File: src/core/irq_ctrl_params.svh
// Constants of the interrupt controller: addresses, bit positions, vectors.
// Assumes an 8-bit data RAM bus with the core's own read/write strobes.
`ifndef IRQ_CTRL_PARAMS_SVH
`define IRQ_CTRL_PARAMS_SVH
`define ADDR_IRQ_CONTROL_LOW  8'h0B
`define ADDR_IRQ_CONTROL_HIGH 8'h1E
`define LOW_GLOBAL_EN   0
`define LOW_EXT0_EN     1
`define LOW_EXT1_EN     2
`define LOW_CNT_EN      3
`define LOW_EXT0_PEND   4
`define LOW_EXT1_PEND   5
`define LOW_CNT_PEND    6
`define LOW_TEST        7
`define HIGH_TB_EN      1
`define HIGH_RTC_EN     2
`define HIGH_TB_PEND    5
`define HIGH_RTC_PEND   6
`define HIGH_IMPL_MASK  8'h66
`define LOW_RESET       8'h00
`define HIGH_RESET      8'h00
`define VEC_EXT0        8'h04
`define VEC_EXT1        8'h08
`define VEC_CNT         8'h0C
`define VEC_TB          8'h14
`define VEC_RTC         8'h18
`endif

File: src/core/irq_ctrl_pkg.sv
// Types shared by the interrupt controller and its users.
// Assumes irq_ctrl_params.svh is on the include path.
package irq_ctrl_pkg;
    typedef enum logic [1:0] {
        EDGE_FALL = 2'h0,
        EDGE_RISE = 2'h1,
        EDGE_BOTH = 2'h2
    } edge_sel_t;

    typedef struct packed {
        logic       wr;
        logic       rd;
        logic [7:0] addr;
        logic [7:0] wdata;
    } ram_req_t;

    typedef struct packed {
        logic tick_base;
        logic clock_tick;
        logic counter_overflow;
    } src_events_t;

    typedef struct packed {
        logic       ack;
        logic       exit_reenable;
        logic       stack_full;
    } core_ctl_t;

    typedef enum logic [1:0] {
        ST_IDLE = 2'b01,
        ST_REQ  = 2'b10
    } state_t;

    typedef struct packed {
        logic [2:0] pin_a_sync;
        logic [2:0] pin_b_sync;
        logic       pin_a_last;
        logic       pin_b_last;
        logic [7:0] low;
        logic [7:0] high;
        logic [7:0] rdata;
        logic       irq_req;
        logic [7:0] vector;
        logic [2:0] win;
        state_t     state;
    } ctrl_state_t;
endpackage

File: src/core/irq_ctrl.sv
// Interrupt controller for an 8-bit core: two control registers in RAM.
// Assumes the core drives the RAM strobes, the phase pulse and acknowledge.
//
// Overview of operation
// High register bit 1 enables the time base interrupt.
// High register bit 2 enables the real time clock interrupt.
// High register bits 0, 3, 4 and 7 read as zero.
// High register bit 5 is the time base pending flag.
// High register bit 6 is the clock tick pending flag.
// Acknowledges held until exit-reenable, or enables set, stack not full.
// Exit-reenable sets global enable; plain exit leaves it alone.
// Requests are taken at the next second phase pulse.
// Fixed priority ext0, ext1, counter, time base, clock tick.
// Global enable low blocks every source.
// Low register at 0BH holds three flags, three enables, global.
// High register at 1EH holds two flags and their enables.
// A disabled source is never serviced despite its flag.
// Pending flags stay set until serviced or cleared by software.
// Timing sources keep raising requests during halt.
// Low layout: enables in bits 0..3, flags in 4..6, test bit 7.
// Acknowledge clears the source flag and the global enable.
// No acknowledge while the return stack is full.
// External pins set flags on falling, rising or either edge.
// Request and vector go out; one-cycle acknowledge returns.
`timescale 1ns/10ps
`include "irq_ctrl_params.svh"

module irq_ctrl (
    // Clock and reset.
    input  wire logic                   core_clk,
    input  wire logic                   sys_rst,
    // Data RAM access from the core.
    input  wire irq_ctrl_pkg::ram_req_t ram_req,
    output logic [7:0]                  ram_rdata,
    // Interrupt sources.
    input  wire logic                   ext_irq_pin_a,
    input  wire logic                   ext_irq_pin_b,
    input  wire irq_ctrl_pkg::edge_sel_t edge_sel_a,
    input  wire irq_ctrl_pkg::edge_sel_t edge_sel_b,
    input  wire irq_ctrl_pkg::src_events_t src_events,
    // Core sequencer.
    input  wire logic                   second_phase_pulse,
    input  wire irq_ctrl_pkg::core_ctl_t core_ctl,
    output logic                        irq_req,
    output logic [7:0]                  irq_vector
);
    import irq_ctrl_pkg::*;

    ctrl_state_t st_reg;
    ctrl_state_t st_next;

    logic [4:0] pend;
    logic [4:0] en;
    logic [4:0] live;
    logic       edge_a;
    logic       edge_b;
    logic       wr_low;
    logic       wr_high;

    // Edge detection looks only at the agreeing second and third stages.
    function automatic logic edge_hit(input logic cur, input logic last,
                                      input edge_sel_t sel);
        case (sel)
            EDGE_FALL: edge_hit = last & ~cur;
            EDGE_RISE: edge_hit = ~last & cur;
            EDGE_BOTH: edge_hit = last ^ cur;
            default:   edge_hit = 1'b0;
        endcase
    endfunction

    // Source vectors in priority order, bit 0 highest.
    assign pend = {st_reg.high[`HIGH_RTC_PEND], st_reg.high[`HIGH_TB_PEND],
                   st_reg.low[`LOW_CNT_PEND], st_reg.low[`LOW_EXT1_PEND],
                   st_reg.low[`LOW_EXT0_PEND]};
    assign en = {st_reg.high[`HIGH_RTC_EN], st_reg.high[`HIGH_TB_EN],
                 st_reg.low[`LOW_CNT_EN], st_reg.low[`LOW_EXT1_EN],
                 st_reg.low[`LOW_EXT0_EN]};
    assign live = pend & en & {5{st_reg.low[`LOW_GLOBAL_EN]}};

    // Qualified strobes and pin edges.
    always_comb begin
        wr_low  = ram_req.wr && ram_req.addr == `ADDR_IRQ_CONTROL_LOW;
        wr_high = ram_req.wr &&
                  ram_req.addr == `ADDR_IRQ_CONTROL_HIGH;
        edge_a  = (st_reg.pin_a_sync[2] == st_reg.pin_a_sync[1]) &&
                  edge_hit(st_reg.pin_a_sync[1], st_reg.pin_a_last,
                           edge_sel_a);
        edge_b  = (st_reg.pin_b_sync[2] == st_reg.pin_b_sync[1]) &&
                  edge_hit(st_reg.pin_b_sync[1], st_reg.pin_b_last,
                           edge_sel_b);
    end

    // Next-state logic for registers, synchronisers and the request.
    always_comb begin
        st_next = st_reg;
        st_next.pin_a_sync = {st_reg.pin_a_sync[1:0], ext_irq_pin_a};
        st_next.pin_b_sync = {st_reg.pin_b_sync[1:0], ext_irq_pin_b};
        if (st_reg.pin_a_sync[2] == st_reg.pin_a_sync[1]) begin
            st_next.pin_a_last = st_reg.pin_a_sync[1];
        end
        if (st_reg.pin_b_sync[2] == st_reg.pin_b_sync[1]) begin
            st_next.pin_b_last = st_reg.pin_b_sync[1];
        end
        // Software writes come first; hardware events then win over them.
        if (wr_low) begin
            st_next.low = ram_req.wdata;
        end
        if (wr_high) begin
            st_next.high = ram_req.wdata & `HIGH_IMPL_MASK;
        end
        // Acknowledge clears the winner's flag and the global enable.
        if (core_ctl.ack && st_reg.state == ST_REQ) begin
            st_next.low[`LOW_GLOBAL_EN] = 1'b0;
            case (st_reg.win)
                3'h0:    st_next.low[`LOW_EXT0_PEND] = 1'b0;
                3'h1:    st_next.low[`LOW_EXT1_PEND] = 1'b0;
                3'h2:    st_next.low[`LOW_CNT_PEND]  = 1'b0;
                3'h3:    st_next.high[`HIGH_TB_PEND] = 1'b0;
                3'h4:    st_next.high[`HIGH_RTC_PEND] = 1'b0;
                default: st_next.low[`LOW_GLOBAL_EN] = 1'b0;
            endcase
        end
        if (core_ctl.exit_reenable) begin
            st_next.low[`LOW_GLOBAL_EN] = 1'b1;
        end
        // Event sources set flags; the set wins any same-cycle clear.
        if (edge_a) st_next.low[`LOW_EXT0_PEND] = 1'b1;
        if (edge_b) st_next.low[`LOW_EXT1_PEND] = 1'b1;
        if (src_events.counter_overflow) st_next.low[`LOW_CNT_PEND] = 1'b1;
        if (src_events.tick_base) begin
            st_next.high[`HIGH_TB_PEND] = 1'b1;
        end
        if (src_events.clock_tick) st_next.high[`HIGH_RTC_PEND] = 1'b1;
        // Read data, with unimplemented bits at zero.
        if (ram_req.rd && ram_req.addr == `ADDR_IRQ_CONTROL_LOW) begin
            st_next.rdata = st_reg.low;
        end else if (ram_req.rd &&
                     ram_req.addr == `ADDR_IRQ_CONTROL_HIGH) begin
            st_next.rdata = st_reg.high & `HIGH_IMPL_MASK;
        end else begin
            st_next.rdata = 8'h00;
        end
        // Request sequencing toward the core.
        case (st_reg.state)
            ST_IDLE: begin
                // Sampled only at the phase pulse, never with a full stack.
                if (second_phase_pulse && !core_ctl.stack_full &&
                    live != 5'h00) begin
                    st_next.state   = ST_REQ;
                    st_next.irq_req = 1'b1;
                    if (live[0]) begin
                        st_next.win = 3'h0;
                        st_next.vector = `VEC_EXT0;
                    end else if (live[1]) begin
                        st_next.win = 3'h1;
                        st_next.vector = `VEC_EXT1;
                    end else if (live[2]) begin
                        st_next.win = 3'h2;
                        st_next.vector = `VEC_CNT;
                    end else if (live[3]) begin
                        st_next.win = 3'h3;
                        st_next.vector = `VEC_TB;
                    end else begin
                        st_next.win = 3'h4;
                        st_next.vector = `VEC_RTC;
                    end
                end
            end
            ST_REQ: begin
                if (core_ctl.ack) begin
                    st_next.state   = ST_IDLE;
                    st_next.irq_req = 1'b0;
                end else if (live[st_reg.win] == 1'b0) begin
                    // Request withdrawn when software masks or clears it.
                    st_next.state   = ST_IDLE;
                    st_next.irq_req = 1'b0;
                end
            end
            default: begin
                st_next.state   = ST_IDLE;
                st_next.irq_req = 1'b0;
            end
        endcase
    end

    // State register with synchronous reset.
    always_ff @(posedge core_clk) begin
        if (sys_rst) begin
            st_reg <= '{pin_a_sync: 3'h7, pin_b_sync: 3'h7,
                        pin_a_last: 1'b1, pin_b_last: 1'b1,
                        low: `LOW_RESET, high: `HIGH_RESET,
                        rdata: 8'h00, irq_req: 1'b0, vector: 8'h00,
                        win: 3'h0, state: ST_IDLE};
        end else begin
            st_reg <= st_next;
        end
    end

    assign ram_rdata  = st_reg.rdata;
    assign irq_req    = st_reg.irq_req;
    assign irq_vector = st_reg.vector;

    // Checks of the documented behaviour.
    property p_ack_clears_global;
        @(posedge core_clk) disable iff (sys_rst)
        (core_ctl.ack && irq_req && !core_ctl.exit_reenable)
            |=> !st_reg.low[`LOW_GLOBAL_EN];
    endproperty
    a_ack_clears_global: assert property (p_ack_clears_global)
        else $error("Acknowledge did not clear the global enable.");

    property p_exit_sets_global;
        @(posedge core_clk) disable iff (sys_rst)
        core_ctl.exit_reenable |=> st_reg.low[`LOW_GLOBAL_EN];
    endproperty
    a_exit_sets_global: assert property (p_exit_sets_global)
        else $error("Exit-reenable did not set the global enable.");

    property p_full_stack_blocks;
        @(posedge core_clk) disable iff (sys_rst)
        (!irq_req && core_ctl.stack_full) |=> !irq_req;
    endproperty
    a_full_stack_blocks: assert property (p_full_stack_blocks)
        else $error("Request raised with a full stack.");

    property p_phase_only;
        @(posedge core_clk) disable iff (sys_rst)
        (!irq_req && !second_phase_pulse) |=> !irq_req;
    endproperty
    a_phase_only: assert property (p_phase_only)
        else $error("Request raised outside the phase pulse.");

    property p_global_blocks;
        @(posedge core_clk) disable iff (sys_rst)
        (!irq_req && !st_reg.low[`LOW_GLOBAL_EN]) |=> !irq_req;
    endproperty
    a_global_blocks: assert property (p_global_blocks)
        else $error("Request raised with global enable clear.");

    property p_ext0_first;
        @(posedge core_clk) disable iff (sys_rst)
        (!irq_req && second_phase_pulse && !core_ctl.stack_full && live[0])
            |=> irq_req && irq_vector == `VEC_EXT0;
    endproperty
    a_ext0_first: assert property (p_ext0_first)
        else $error("Highest priority source did not win.");

    property p_flag_sticky;
        @(posedge core_clk) disable iff (sys_rst)
        (st_reg.high[`HIGH_TB_PEND] && !wr_high && !core_ctl.ack)
            |=> st_reg.high[`HIGH_TB_PEND];
    endproperty
    a_flag_sticky: assert property (p_flag_sticky)
        else $error("Pending flag dropped without service or write.");

    property p_high_unused_zero;
        @(posedge core_clk) disable iff (sys_rst)
        $past(ram_req.rd && ram_req.addr == `ADDR_IRQ_CONTROL_HIGH)
            |-> (ram_rdata & ~`HIGH_IMPL_MASK) == 8'h00;
    endproperty
    a_high_unused_zero: assert property (p_high_unused_zero)
        else $error("Unimplemented high bits read nonzero.");

    c_request: cover property (@(posedge core_clk) irq_req ##1 core_ctl.ack);
    c_rtc_vec: cover property (@(posedge core_clk) irq_vector == `VEC_RTC);
    c_exit: cover property (@(posedge core_clk) core_ctl.exit_reenable);
endmodule

File: config.mk
export PLATFORM = sky130hd
export DESIGN_NAME = irq_ctrl
export DESIGN_NICKNAME = d
export VERILOG_FILES = /design/src/core/irq_ctrl_pkg.sv /design/src/core/irq_ctrl.sv
export VERILOG_INCLUDE_DIRS = /design/src /design/src/core
export SDC_FILE = /design/constraint.sdc
export NUM_CORES = 1
export LEC_CHECK = 0
export BUFFER_PORTS_ARGS = -buffer_cell sky130_fd_sc_hd__buf_2
export CORE_MARGIN = 2
export CORE_UTILIZATION = 35
export DETAILED_ROUTE_END_ITERATION = 10
export PLACE_DENSITY = 0.67
export SETUP_SLACK_MARGIN = 0.4
export SYNTH_ARGS = -nofsm -noshare
export SYNTH_HDL_FRONTEND = slang
export SYNTH_SLANG_ARGS = --single-unit
File: constraint.sdc
create_clock -name core_clk -period 2.6 [get_ports core_clk]
set_input_delay 0.13 -clock core_clk [delete_from_list [all_inputs] [get_ports core_clk]]
set_output_delay 0.13 -clock core_clk [all_outputs]
set_load 0.05 [all_outputs]
==> reports/qor.csv <==
metric,value,unit
status,"complete, no violations",
clock.fmax,0.652,GHz
hold_end,st_next[44]$_SDFF_PP1_,
core,5040,um^2
cpPeakStageDelay,510,ps
path_class,reg -> reg,
track_usage,0.134,
cts_post_setup_buffers_inserted,0,
worst_ep_arrival_time,1690,ps
drive_above_1_share,0.288,
worstPathRequired,2750,ps
dp_cells,288,
max-slew-margin-rel,0.655,
placed_area,2010,um^2
die_h,76.0,um
final_cell_mix,"buf_2 (44), dfxtp_1 (36), nand2_1 (15)",
vias_per_cell,4.87,
vdd_drop_max,0.000272,V
largest_register_ffs,10,
worstMarginPinSlew,517,ps
numCtsBuffers,5,
drc,0,
setup_viol,0,
synth_warnings,0,
postRouteWirelength,3.77,mm
fin_tns_setup,0,ps
whs_path_depth,2,
wl_per_cell,12.7,um
fin_util,0.420,
cap_violations,0,
postCtsHoldBufs,0,
via_count,1442,
crit_slowest_cell,dfxtp_1,
finalCritPeriodShare,0.590,
post-place-ws,1100,ps
max-clock-path-buffers,2,
place_congestion,0.762,
die_area,5770,um^2
clkTransAtPathRegs,70,ps
yosysUniqueCellTypes,49,
io_pins,50,
avgSynthCellArea,9.59,um^2
hold_class,in -> reg,
synthArstFlopShare,0,
rrSetupSlack,1070,ps
cts_root_buffer,clkbuf_8,
worst-path-buf-inv,1,
start_kind,flop,
hp-start,ext_irq_pin_a,
tritoncts,yes,
cp_top_family,flip-flops,
io_buffers,44,
powerDensity,543,nW/um^2
setup.worst_path.end_class,flop,
setup_slack,1070,ps
insertion_delay,280,ps
ys_seq_elements,36,
maxSlewViolCount,0,
ys_seq_area_frac,0.398,
num_antenna_cells,0,
rows,26,
final_area,2120,um^2
crit-reg2reg-launch,st_reg[30]$_SDFFE_PP0P_,
layout_min_cycle_time,1530,ps
netlist_area,1810,um^2
timing_hold_violations_final,0,
dpl.hpwl,2.91,mm
drt_iter0_markers,93,
antenna_found_initial,0,
cp_cell_sequence,inv_1 > a311oi_4 > mux2i_1 > nor2_1,
instances_no_fill,296,
r2r_cells,4,
finClkSkew,6.73,ps
overflow,0,
cts_max_level,2,
ant_nets,0,
worst-path-max-fanout,11,
cts.sinks,36,
syn_inst,189,
area_delta_synth_final,16.7,%
cts_resized,0,
path_depth,4,
regToRegEndpoint,irq_vector[3]$_SDFFE_PP0P_,
final_common_cell,buf_2,
grt_pass1_wl,6.18,mm
start_util,0.360,
power_leakage,0.948,nW
grt_max_degree,23,
die_w,76.0,um
rsz0062_at_grt,no,
final_nets,262,
grt_pass1_vias,1347,
dr.pass1.iters,4,
synthFlopType,dfxtp_1,
synth-edff-count,0,
## power by group
part	switching, mW	total, mW	internal [mW]
logic	0.0556	0.0964	0.0408
clock network	0.188	0.472	0.284
registers	0.0167	0.581	0.564
## area by class of cell
type	count	area (um^2)
clock inverters	2	35.0
fillers	514	2930
multi-input cells	125	927
inverters	12	45.0
well taps	70	87.6
repair buffers	45	228
flip-flops and latches	36	721
clock buffers	6	72.6
## worst register-to-register path, cell delays in order (launching register included)
cell and delay, ps:
dfxtp_1 510, inv_1 160, a311oi_4 450, mux2i_1 240
nor2_1 50
## synthesized netlist by cell type (2+ instances only)
library cell	instances	area, um^2
nand4_1	6	37.5
mux2i_1	11	110
nor2_1	14	52.6
o21ai_1	2	10.0
o21ai_0	6	30.0
clkbuf_1	4	15.0
a22o_1	5	43.8
o211ai_1	2	15.0
nor2b_1	3	18.8
and3_1	3	18.8
nor4b_1	2	17.5
or2_2	4	25.0
and3b_1	2	17.5
nand2_1	15	56.3
a211oi_1	2	15.0
ha_1	4	50.1
nor3_1	2	10.0
and2_1	5	31.3
inv_1	11	41.3
dfxtp_1	36	721
buf_4	16	120
nand3_1	5	25.0
a21oi_1	2	10.0
o221ai_1	2	17.5
## kinds of logic (layout without fill, tap and decap cells)
kind of cell,Yosys count,after routing,share of synthesized area
buffers and inverters,32,65,0.0994
other,1,5,0.00207
muxes,13,13,0.0814
DFF,36,36,0.398
xor gates and xnor gates,1,1,0.00483
and+or+nand+nor,69,69,0.241
adders and majority gates,4,4,0.0276
AOI/OAI and AO/OA,33,33,0.146
## how the worst max path moves through the flow
stage                            start                    endpoint  slack [ps]
3_5_place_dp   st_reg[30]$_SDFFE_PP0P_  irq_vector[3]$_SDFFE_PP0P_        1100
3_3_place_gp   st_reg[30]$_SDFFE_PP0P_  irq_vector[3]$_SDFFE_PP0P_        1110
2_1_floorplan     irq_req$_SDFFE_PP0P_  irq_vector[3]$_SDFFE_PP0P_         990
4_1_cts        st_reg[30]$_SDFFE_PP0P_  irq_vector[3]$_SDFFE_PP0P_        1070
6_report       st_reg[30]$_SDFFE_PP0P_  irq_vector[3]$_SDFFE_PP0P_        1070
5_1_grt        st_reg[30]$_SDFFE_PP0P_  irq_vector[3]$_SDFFE_PP0P_         950
## layer usage
layer	GRT usage	wire (um)	vias up
met4	0.0400	54	0
met1	0.160	1680	663
met2	0.221	1780	40
met5	0	0	-
li1	-	-	730
met3	0.0569	263	9
## through the flow
| stage | power [mW] | hold slack [ps] |
|---|---|---|
| after detailed placement | 0.690 | 314 |
| after floorplan | 0.652 | 234 |
| after global routing | 1.20 | 25.1 |
| after CTS | 1.16 | 18.4 |
| after global placement | 0.688 | 315 |
| final | 1.15 | 26.4 |
Power figures use the tool's default switching activity.
